$ cat src/verilog/dig_input_pkg.sv
/*
 * Constants for the digital input event unit: register map, field
 * layout, input types, reset values and timing.
 * Assumes a 32-bit APB bus and a 125 MHz system clock.
 */
`default_nettype none
package dig_input_pkg;
	// Input type codes
	typedef enum logic [1:0] {
		TYPE_DISABLED = 2'h0,
		TYPE_TRIGGER  = 2'h1,
		TYPE_PRECIP   = 2'h2,
		TYPE_AIRSPEED = 2'h3
	} input_type_t;

	// Register byte offsets
	localparam logic [7:0] CFG0_OFF     = 8'h00;
	localparam logic [7:0] CFG1_OFF     = 8'h04;
	localparam logic [7:0] SCALE0_OFF   = 8'h08;
	localparam logic [7:0] SCALE1_OFF   = 8'h0c;
	localparam logic [7:0] VALUE0_OFF   = 8'h10;
	localparam logic [7:0] VALUE1_OFF   = 8'h14;
	localparam logic [7:0] LOW_LIM_OFF  = 8'h18;
	localparam logic [7:0] HIGH_LIM_OFF = 8'h1c;
	localparam logic [7:0] DER_LIM_OFF  = 8'h20;
	localparam logic [7:0] STATUS_OFF   = 8'h24;
	localparam logic [7:0] ALARM_OFF    = 8'h28;

	// Config register fields
	localparam int TYPE_LSB   = 0;
	localparam int EDGE_BIT   = 2;
	localparam int BURST_LSB  = 8;
	localparam int BURST_W    = 8;

	// Status register fields
	localparam int ST_BUSY0   = 0;
	localparam int ST_BUSY1   = 1;
	localparam int ST_AWAKE   = 2;
	localparam int ST_HOUR0   = 3;
	localparam int ST_HOUR1   = 4;

	// Alarm register fields, write one to clear
	localparam int AL_LOW     = 0;
	localparam int AL_HIGH    = 1;
	localparam int AL_DER     = 2;

	// Reset values
	localparam logic [31:0] CFG_RESET   = 32'h0000_0100;
	localparam logic [31:0] SCALE_RESET = 32'h0000_0001;
	// Limits open wide after reset so no alarm trips before software sets them
	localparam logic [31:0] LOW_LIM_RESET  = 32'h8000_0000;
	localparam logic [31:0] HIGH_LIM_RESET = 32'h7fff_ffff;
	localparam logic [31:0] DER_LIM_RESET  = 32'h7fff_ffff;

	// Precipitation period
	localparam longint CLK_HZ        = 125000000;
	localparam longint HOUR_S        = 3600;
	localparam longint HOUR_CYCLES   = HOUR_S * CLK_HZ;
endpackage
`default_nettype wire

$ cat src/verilog/digital_input_event_unit.sv
/*
 * Digital input event unit: two pulse inputs used as burst triggers or
 * scaled pulse counters, plus a channel alarm check on converted values.
 * Assumes inputs synchronous-safe via internal synchronisers, an APB
 * master, and a sequencer that accepts one acquisition request per pulse.
 */
`timescale 1ns/1ps
`default_nettype none
//
// Overview of operation
// - Each input has a type: disabled, burst trigger, precipitation counter or airspeed counter.
// - The two inputs are configured independently and may run different types together.
// - In trigger type the edge setting picks a rising or a falling transition as the event.
// - Edge and burst length only matter in trigger type and are ignored otherwise.
// - Each trigger edge taken while the input is idle issues burst_length consecutive acquisitions of all channels; edges during a burst are dropped.
// - Burst acquisitions ignore the periodic timer and are stored like normal readings.
// - Counter types multiply the pulse count by the scale factor; trigger type does not.
// - Counter types report only the raw scaled count with no aggregation.
// - While any input is enabled the device stays awake and never enters low consumption.
// - An alarm is raised when a value is below the low limit or above the high limit.
// - The derivative alarm fires when the current sample minus the previous exceeds its limit.
// - Alarm comparisons use the converted value, not the raw reading.
// - Precipitation type counts pulses over one hour and records the count at the end.
// - On the same edge as recording, the pulse counter clears so the next hour starts fresh.
module digital_input_event_unit
	import dig_input_pkg::*;
#(
	parameter longint HOUR_COUNT = HOUR_CYCLES, // Hour period in clocks
	parameter int     CNT_W      = 16           // Pulse counter width
) (
	input  wire logic        pclk,               // System clock
	input  wire logic        presetn,            // Async reset, low
	input  wire logic        psel,               // APB select
	input  wire logic        penable,            // APB enable
	input  wire logic        pwrite,             // APB direction
	input  wire logic [7:0]  paddr,              // APB byte address
	input  wire logic [31:0] pwdata,             // APB write data
	output logic      [31:0] prdata,             // APB read data
	output logic             pready,             // APB ready
	output logic             pslverr,            // APB error
	input  wire logic        first_pulse_input,  // Rear input one
	input  wire logic        second_pulse_input, // Rear input two
	input  wire logic        conv_valid,         // Converted sample strobe
	input  wire logic [31:0] conv_value,         // Converted sample, signed
	input  wire logic        acq_done,           // Sequencer finished one acquisition
	output logic             acq_request,        // Acquisition request pulse
	output logic             stay_awake,         // Inhibit low consumption
	output logic             alarm               // Any channel alarm
);
	////////////////////////////////////////////////////////////////////////
	// Elaboration-time refusal of sizes the logic cannot serve
	if (CNT_W < 1 || CNT_W > 32 || HOUR_COUNT < 2) begin : g_bad_param
		$error("digital_input_event_unit: bad parameters");
	end

	localparam logic [CNT_W-1:0] CNT_ONE  = CNT_W'(1);
	localparam logic [63:0]      HOUR_MAX = 64'(HOUR_COUNT - 1);

	typedef enum logic [2:0] {
		B_IDLE = 3'b001,
		B_REQ  = 3'b010,
		B_WAIT = 3'b100
	} burst_state_t;

	logic [1:0]         pin;
	logic [1:0]         sync1_reg, sync2_reg, prev_reg;
	logic [31:0]        cfg_reg   [2];
	logic [31:0]        cfg_next  [2];
	logic [31:0]        scale_reg [2];
	logic [31:0]        scale_next[2];
	logic [31:0]        value_reg [2];
	logic [31:0]        value_next[2];
	logic [CNT_W-1:0]   cnt_reg   [2];
	logic [CNT_W-1:0]   cnt_next  [2];
	logic [1:0]         hour_flag_reg, hour_flag_next;
	burst_state_t       bst_reg   [2];
	burst_state_t       bst_next  [2];
	logic [BURST_W-1:0] left_reg  [2];
	logic [BURST_W-1:0] left_next [2];
	logic [1:0]         req_one;
	logic [1:0]         grant;
	logic [1:0]         event_edge;
	logic [1:0]         pulse_edge;
	logic [63:0]        hour_reg, hour_next;
	logic               hour_tick;
	logic               wr, rd;

	assign pin = {second_pulse_input, first_pulse_input};
	assign wr  = psel && penable && pwrite;
	assign rd  = psel && !penable && !pwrite;

	////////////////////////////////////////////////////////////////////////
	// Two-stage synchroniser; only stage two and its delayed copy are used
	always_ff @(posedge pclk or negedge presetn) begin
		if (!presetn) begin
			sync1_reg <= 2'h0;
			sync2_reg <= 2'h0;
			prev_reg  <= 2'h0;
		end else begin
			sync1_reg <= pin;
			sync2_reg <= sync1_reg;
			prev_reg  <= sync2_reg;
		end
	end

	// Hour divider, shared by both inputs
	always_comb begin
		hour_tick = (hour_reg == HOUR_MAX);
		hour_next = hour_tick ? 64'h0 : hour_reg + 64'h1;
	end

	always_ff @(posedge pclk or negedge presetn) begin
		if (!presetn)
			hour_reg <= 64'h0;
		else
			hour_reg <= hour_next;
	end

	////////////////////////////////////////////////////////////////////////
	// Per-input logic: configuration, counter and burst sequencer
	for (genvar i = 0; i < 2; i++) begin : g_in
		input_type_t ty;
		logic        rise, fall;

		assign ty   = input_type_t'(cfg_reg[i][TYPE_LSB +: 2]);
		assign rise = sync2_reg[i] && !prev_reg[i];
		assign fall = !sync2_reg[i] && prev_reg[i];
		// Edge setting only honoured in trigger type
		assign event_edge[i] = (ty == TYPE_TRIGGER) &&
			(cfg_reg[i][EDGE_BIT] ? fall : rise);
		// Counters count rising pulses
		assign pulse_edge[i] = (ty == TYPE_PRECIP || ty == TYPE_AIRSPEED) && rise;

		always_comb begin
			cfg_next[i]   = cfg_reg[i];
			scale_next[i] = scale_reg[i];
			value_next[i] = value_reg[i];
			cnt_next[i]   = cnt_reg[i];
			bst_next[i]   = bst_reg[i];
			left_next[i]  = left_reg[i];
			if (wr && paddr == (i == 0 ? CFG0_OFF : CFG1_OFF))
				cfg_next[i] = pwdata;
			if (wr && paddr == (i == 0 ? SCALE0_OFF : SCALE1_OFF))
				scale_next[i] = pwdata;
			// Counting; precipitation resets on the hour, airspeed runs on
			if (ty == TYPE_PRECIP && hour_tick) begin
				// Scaled hourly total only, no averaging or peaks
				value_next[i] = 32'(cnt_reg[i] + (pulse_edge[i] ? CNT_ONE : '0))
					* scale_reg[i];
				cnt_next[i]   = '0;
			end else if (pulse_edge[i]) begin
				cnt_next[i]   = cnt_reg[i] + CNT_ONE;
				if (ty == TYPE_AIRSPEED)
					value_next[i] = 32'(cnt_reg[i] + CNT_ONE) * scale_reg[i];
			end
			// Burst sequencer; busy bursts drop new edges
			case (bst_reg[i])
				B_IDLE: begin
					if (event_edge[i] && cfg_reg[i][BURST_LSB +: BURST_W] != '0) begin
						left_next[i] = cfg_reg[i][BURST_LSB +: BURST_W];
						bst_next[i]  = B_REQ;
					end
				end
				B_REQ: begin
					if (grant[i])
						bst_next[i] = B_WAIT;
				end
				B_WAIT: begin
					if (acq_done) begin
						left_next[i] = left_reg[i] - BURST_W'(1);
						bst_next[i]  = (left_reg[i] == BURST_W'(1)) ? B_IDLE : B_REQ;
					end
				end
				default: bst_next[i] = B_IDLE;
			endcase
		end

		always_ff @(posedge pclk or negedge presetn) begin
			if (!presetn) begin
				cfg_reg[i]   <= CFG_RESET;
				scale_reg[i] <= SCALE_RESET;
				value_reg[i] <= 32'h0;
				cnt_reg[i]   <= '0;
				bst_reg[i]   <= B_IDLE;
				left_reg[i]  <= '0;
			end else begin
				cfg_reg[i]   <= cfg_next[i];
				scale_reg[i] <= scale_next[i];
				value_reg[i] <= value_next[i];
				cnt_reg[i]   <= cnt_next[i];
				bst_reg[i]   <= bst_next[i];
				left_reg[i]  <= left_next[i];
			end
		end

		assign req_one[i] = (bst_reg[i] == B_REQ);
	end

	// One request at a time; input one wins a tie, two waits its turn
	assign grant[0] = req_one[0] && !acq_request &&
		bst_reg[1] != B_WAIT;
	assign grant[1] = req_one[1] && !req_one[0] && !acq_request &&
		bst_reg[0] != B_WAIT;

	////////////////////////////////////////////////////////////////////////
	// Alarm evaluation on converted samples
	logic [31:0] low_reg, high_reg, der_reg, last_reg;
	logic [31:0] low_next, high_next, der_next, last_next;
	logic        have_last_reg, have_last_next;
	logic [2:0]  alm_reg, alm_next, alm_set;
	logic [31:0] diff;

	always_comb begin
		low_next       = low_reg;
		high_next      = high_reg;
		der_next       = der_reg;
		last_next      = last_reg;
		have_last_next = have_last_reg;
		diff           = conv_value - last_reg;
		alm_set        = 3'h0;
		if (wr && paddr == LOW_LIM_OFF)
			low_next = pwdata;
		if (wr && paddr == HIGH_LIM_OFF)
			high_next = pwdata;
		if (wr && paddr == DER_LIM_OFF)
			der_next = pwdata;
		if (conv_valid) begin
			// Converted values only, raw counts never reach here
			alm_set[AL_LOW]  = $signed(conv_value) < $signed(low_reg);
			alm_set[AL_HIGH] = $signed(conv_value) > $signed(high_reg);
			alm_set[AL_DER]  = have_last_reg &&
				$signed(diff) > $signed(der_reg);
			last_next      = conv_value;
			have_last_next = 1'b1;
		end
		// Set beats a same-cycle write-one clear
		alm_next = alm_reg;
		if (wr && paddr == ALARM_OFF)
			alm_next = alm_reg & ~pwdata[2:0];
		alm_next = alm_next | alm_set;
	end

	always_ff @(posedge pclk or negedge presetn) begin
		if (!presetn) begin
			low_reg       <= LOW_LIM_RESET;
			high_reg      <= HIGH_LIM_RESET;
			der_reg       <= DER_LIM_RESET;
			last_reg      <= 32'h0;
			have_last_reg <= 1'b0;
			alm_reg       <= 3'h0;
		end else begin
			low_reg       <= low_next;
			high_reg      <= high_next;
			der_reg       <= der_next;
			last_reg      <= last_next;
			have_last_reg <= have_last_next;
			alm_reg       <= alm_next;
		end
	end

	////////////////////////////////////////////////////////////////////////
	// Outputs, hour flags and APB read path, all registered
	logic [31:0] rdata_next;
	logic        err_next;
	logic        awake_next;

	always_comb begin
		hour_flag_next = hour_flag_reg;
		for (int k = 0; k < 2; k++) begin
			if (wr && paddr == STATUS_OFF && pwdata[ST_HOUR0 + k])
				hour_flag_next[k] = 1'b0;
			if (hour_tick && input_type_t'(cfg_reg[k][TYPE_LSB +: 2]) == TYPE_PRECIP)
				hour_flag_next[k] = 1'b1;
		end
		awake_next = (cfg_reg[0][TYPE_LSB +: 2] != 2'(TYPE_DISABLED)) ||
			(cfg_reg[1][TYPE_LSB +: 2] != 2'(TYPE_DISABLED));
		err_next   = 1'b0;
		rdata_next = 32'h0;
		case (paddr)
			CFG0_OFF:     rdata_next = cfg_reg[0];
			CFG1_OFF:     rdata_next = cfg_reg[1];
			SCALE0_OFF:   rdata_next = scale_reg[0];
			SCALE1_OFF:   rdata_next = scale_reg[1];
			VALUE0_OFF:   rdata_next = value_reg[0];
			VALUE1_OFF:   rdata_next = value_reg[1];
			LOW_LIM_OFF:  rdata_next = low_reg;
			HIGH_LIM_OFF: rdata_next = high_reg;
			DER_LIM_OFF:  rdata_next = der_reg;
			STATUS_OFF: begin
				rdata_next[ST_BUSY0] = bst_reg[0] != B_IDLE;
				rdata_next[ST_BUSY1] = bst_reg[1] != B_IDLE;
				rdata_next[ST_AWAKE] = stay_awake;
				rdata_next[ST_HOUR0] = hour_flag_reg[0];
				rdata_next[ST_HOUR1] = hour_flag_reg[1];
			end
			ALARM_OFF:    rdata_next = {29'h0, alm_reg};
			default:      err_next = 1'b1;
		endcase
	end

	// Zero-wait slave would need comb data; one setup cycle fetches it instead
	always_ff @(posedge pclk or negedge presetn) begin
		if (!presetn) begin
			prdata        <= 32'h0;
			pready        <= 1'b0;
			pslverr       <= 1'b0;
			acq_request   <= 1'b0;
			stay_awake    <= 1'b0;
			alarm         <= 1'b0;
			hour_flag_reg <= 2'h0;
		end else begin
			if (rd)
				prdata <= rdata_next;
			pready        <= psel && !penable;
			pslverr       <= psel && !penable && err_next;
			acq_request   <= |grant;
			stay_awake    <= awake_next;
			alarm         <= |alm_next;
			hour_flag_reg <= hour_flag_next;
		end
	end
endmodule // digital_input_event_unit
`default_nettype wire

$ cat config.mk
export PLATFORM = sky130hd
export DESIGN_NAME = digital_input_event_unit
export DESIGN_NICKNAME = d
export VERILOG_FILES = /design/src/verilog/dig_input_pkg.sv /design/src/verilog/digital_input_event_unit.sv
export SDC_FILE = /design/constraint.sdc
export NUM_CORES = 2
export LEC_CHECK = 0
export BUFFER_PORTS_ARGS = -buffer_cell sky130_fd_sc_hd__buf_2
export CORE_ASPECT_RATIO = 2
export CORE_MARGIN = 8
export CORE_UTILIZATION = 40
export DETAILED_ROUTE_END_ITERATION = 16
export PLACE_DENSITY = 0.56
export RECOVER_POWER = 100
export SLEW_MARGIN = 20
export SYNTH_ARGS = -nofsm -noshare
export SYNTH_HDL_FRONTEND = slang
export SYNTH_SLANG_ARGS = --single-unit
$ cat constraint.sdc
create_clock -name pclk -period 10.9 [get_ports pclk]
set_input_delay 1.635 -clock pclk [delete_from_list [all_inputs] [get_ports pclk]]
set_output_delay 1.635 -clock pclk [all_outputs]
set_load 0.03 [all_outputs]
==> flow_metrics.env <==
export IMPL_avgSynthCellArea_um2=8.985
export IMPL_numPortBuffers=117
export IMPL_post_drt_wl_per_cell_um=26.26
export IMPL_rsz0062_at_grt="no"
export IMPL_root_buffer="clkbuf_16"
export IMPL_path_clk_slew_ns=0.07
export IMPL_fin_crit_sh=0.9229
export IMPL_pre_cts_ws_ns=1.321
export IMPL_setup_viol=0
export IMPL_cts_made_buffers=49
export IMPL_die_area_um2=200400
export IMPL_crit_type="flip-flop to flip-flop"
export IMPL_synthDistinctLibCells=103
export IMPL_synth_edf_count=0
export IMPL_cts_hold_buf=0
export IMPL_core_region_area_um2=184400
export IMPL_drive_above_1_share=0.08465
export IMPL_hold_class="flip-flop to flip-flop"
export IMPL_grt_pass1_wl_um=412200
export IMPL_critPathArrivalTime_ns=10.46
export IMPL_slew_headroom=-1.963
export IMPL_cts_resized=0
export IMPL_fin_crit_ns=10.06
export IMPL_grt_pass1_vias=65613
export IMPL_p_total_w=0.004361
export IMPL_overflow=0
export IMPL_syn_to_final_growth_pct=7.064
export IMPL_nets=9898
export IMPL_cp_common_cell="fa_1"
export IMPL_vias=58659
export IMPL_gp_congestion=1.004
export IMPL_cts_tree="built"
export IMPL_failed_checks="max-capacitance violations, max-slew violations"
export IMPL_ys_seq_elements=487
export IMPL_syn_area_um2=74200
export IMPL_clock_sinks=487
export IMPL_tightest_slew_ns=4.444
export IMPL_cp_end_kind="flip-flop"
export IMPL_fin_setup_tns_ns=0
export IMPL_cts_setup_buffers=0
export IMPL_htreeDepth=2
export IMPL_fin_ws_ns=0.8403
export IMPL_drv_slew=1151
export IMPL_pin_count=118
export IMPL_synth_yosys_seq_area_share=0.1654
export IMPL_fill_cells=18194
export IMPL_clock_fmax_mhz=99.41
export IMPL_final_hold_viol_count=0
export IMPL_viasPerCell=5.499
export IMPL_cp_max_fo=36
export IMPL_drc=0
export IMPL_irDropWorstVdd_v=0.00009215
export IMPL_die_h_um=625.1
export IMPL_fin_skew_ns=0.03584
export IMPL_die_w_um=320.5
export IMPL_synthesis_nets=10021
export IMPL_synth_ff_type="dfrtp_1"
export IMPL_drt_pass1_iterations=9
export IMPL_worstSetupStartpointType="flip-flop"
export IMPL_hpwl_um=223400
export IMPL_start_util=0.4023
export IMPL_insertion_delay_ns=0.65
export IMPL_drtAntennaViolNets=0
export IMPL_syn_inst=8258
export IMPL_clockBufferDepth=3
export IMPL_routed_wl_um=280100
export IMPL_grt_max_degree=172
export IMPL_synth_async_reset_ratio=1.000
export IMPL_worst_path_max_delay_cell="xnor2_1"
export IMPL_rows=223
export IMPL_cap_violations=25
export IMPL_critPathMaxStageDelay_ns=1.53
export IMPL_holdWs_ns=0.3684
export IMPL_drt_initial_drc_count=3457
export IMPL_p_leak_nw=36.92
export IMPL_required_ns=11.30
export IMPL_status="finished, violations left"
export IMPL_p_per_area_nw_per_um2=54.90
export IMPL_grt_usage=0.2791
export IMPL_antenna_found_initial=22
export IMPL_yosysWarningCount=0
export IMPL_finish_utilization=0.4307
==> critical path: cells and delay by family, from the launching register on <==
kind | cells | cell delay [ns]
AOI/OAI and AO/OA | 8 | 1.90
and+or+nand+nor | 4 | 0.50
xor gates and xnor gates | 2 | 1.85
DFF | 1 | 0.94
buffers and inverters | 6 | 0.79
adders and majority gates | 8 | 3.81
==> stage by stage <==
stage	instance area (um^2)	cells
3_5_place_dp	77860	10558
2_1_floorplan	74200	8258
6_report	79440	10667
3_3_place_gp	77850	10557
5_1_grt	79400	10651
4_1_cts	79600	10649
==> placed cells by master (no fill, tap or decap), drive strengths merged, types with 32 or more instances in the layout <==
cell type  Yosys  layout
xnor2        249     249
a21oi        188     188
a22oi         72      72
dfstp         69      69
nand2b       111     111
nor2b        145     145
nor4          34      34
nor3          52      52
and3          32      32
a221oi        39      39
ha           405     405
mux2         228     228
clkbuf       394     145
nand3         99      99
nor2         253     253
xor2         129     129
nand4         46      46
fa          1277    1277
buf           54     204
dfrtp        418     418
o21ai        168     168
inv         1702    1705
and2         340     340
nand2       1373    1373
a21o          77      77
a211oi        41      41
==> logic make-up (layout without fill, tap and decap cells) <==
| logic type | count (synthesis) | after routing | synth area share |
|---|---|---|---|
| AOI/OAI and AO/OA | 776 | 776 | 0.06980 |
| adders and majority gates | 1682 | 1682 | 0.4128 |
| xor gates and xnor gates | 380 | 380 | 0.04644 |
| DFF | 487 | 487 | 0.1654 |
| muxes | 238 | 238 | 0.03595 |
| other | 0 | 17 | 0 |
| and+or+nand+nor | 2545 | 2545 | 0.1598 |
| buffers and inverters | 2150 | 2067 | 0.1098 |
==> cells in the mapped netlist, types with 6 or more instances <==
cell | number | area (um^2)
and3_1 | 30 | 187.7
o211ai_1 | 15 | 112.6
a21oi_1 | 188 | 940.9
a31oi_1 | 19 | 118.9
buf_2 | 11 | 55.05
clkbuf_1 | 394 | 1479
a221oi_1 | 39 | 341.6
dfstp_2 | 69 | 1813
buf_4 | 11 | 82.58
and4_1 | 10 | 87.58
inv_1 | 1700 | 6381
mux2_2 | 228 | 2567
dfrtp_1 | 418 | 10460
o21a_1 | 23 | 172.7
buf_1 | 29 | 108.9
nor2b_1 | 145 | 907.1
ha_1 | 405 | 5067
a21o_1 | 76 | 570.6
nor3_1 | 50 | 250.2
o21bai_1 | 12 | 90.09
xnor2_1 | 243 | 2128
nand3b_1 | 7 | 52.55
o21ai_0 | 166 | 830.8
or3_1 | 10 | 62.56
nand4_1 | 44 | 275.3
nor2_1 | 250 | 938.4
nand3_1 | 96 | 480.5
nand2b_1 | 110 | 688.2
a222oi_1 | 30 | 300.3
a211o_1 | 8 | 70.07
and2_1 | 339 | 2121
a22o_1 | 6 | 52.55
a2111oi_0 | 6 | 52.55
or2_2 | 11 | 68.82
a22oi_1 | 72 | 540.5
xor2_1 | 126 | 1104
nand2_1 | 1371 | 5146
xnor2_2 | 6 | 97.59
a211oi_1 | 39 | 292.8
o31ai_1 | 13 | 97.59
mux2i_1 | 10 | 100.1
a221o_1 | 6 | 60.06
fa_1 | 1277 | 25560
o22ai_1 | 9 | 56.30
nor4_1 | 32 | 200.2
==> metal layers <==
layer / GRT usage / wire length, um / vias up / share of wire
li1: - / - / 24852 / -
met2: 0.5194 / 147900 / 2337 / 0.53
met3: 0.03802 / 14450 / 1253 / 0.052
met4: 0.2760 / 34940 / 14 / 0.12
met5: 0 / 85 / - / 0.00030
met1: 0.2522 / 82710 / 30203 / 0.30
==> layout make-up <==
cell class	instances	area, um^2	area share
Multi-Input combinational cell	5621	54280	0.6833
Sequential cell	487	12280	0.1545
Inverter	1702	6389	0.08042
Tap cell	2475	3097	0.03898
Timing Repair Buffer	274	1614	0.02032
Clock buffer	75	1506	0.01896
Clock inverter	16	231.5	0.002914
Antenna cell	17	42.54	0.0005355
==> worst paths after layout <==
kind,from,endpoint,slack [ns],cells past startpoint
setup / recovery,cnt_reg[0]$_DFFE_PN0P_,value_reg[25]$_DFFE_PN0P_,0.84,28
setup reg to reg,cnt_reg[0]$_DFFE_PN0P_,value_reg[25]$_DFFE_PN0P_,0.84,28
min in group asynchronous,presetn,cnt_reg[28]$_DFFE_PN0P_,1.99,1
max in group asynchronous,presetn,cfg_reg[59]$_DFFE_PN0P_,2.34,3
hold reg to reg,sync1_reg[0]$_DFF_PN0_,sync2_reg[0]$_DFF_PN0_,0.37,0
hold / removal,sync1_reg[0]$_DFF_PN0_,sync2_reg[0]$_DFF_PN0_,0.37,0
==> power by group <==
group          switching (W)  total, W  internal [W]
Clock               0.000826   0.00190       0.00108
Combinational       0.000381  0.000569      0.000188
Sequential         0.0000477   0.00189       0.00184
Total                0.00125   0.00436       0.00311
Note: power is estimated with default switching activity, not from simulation.
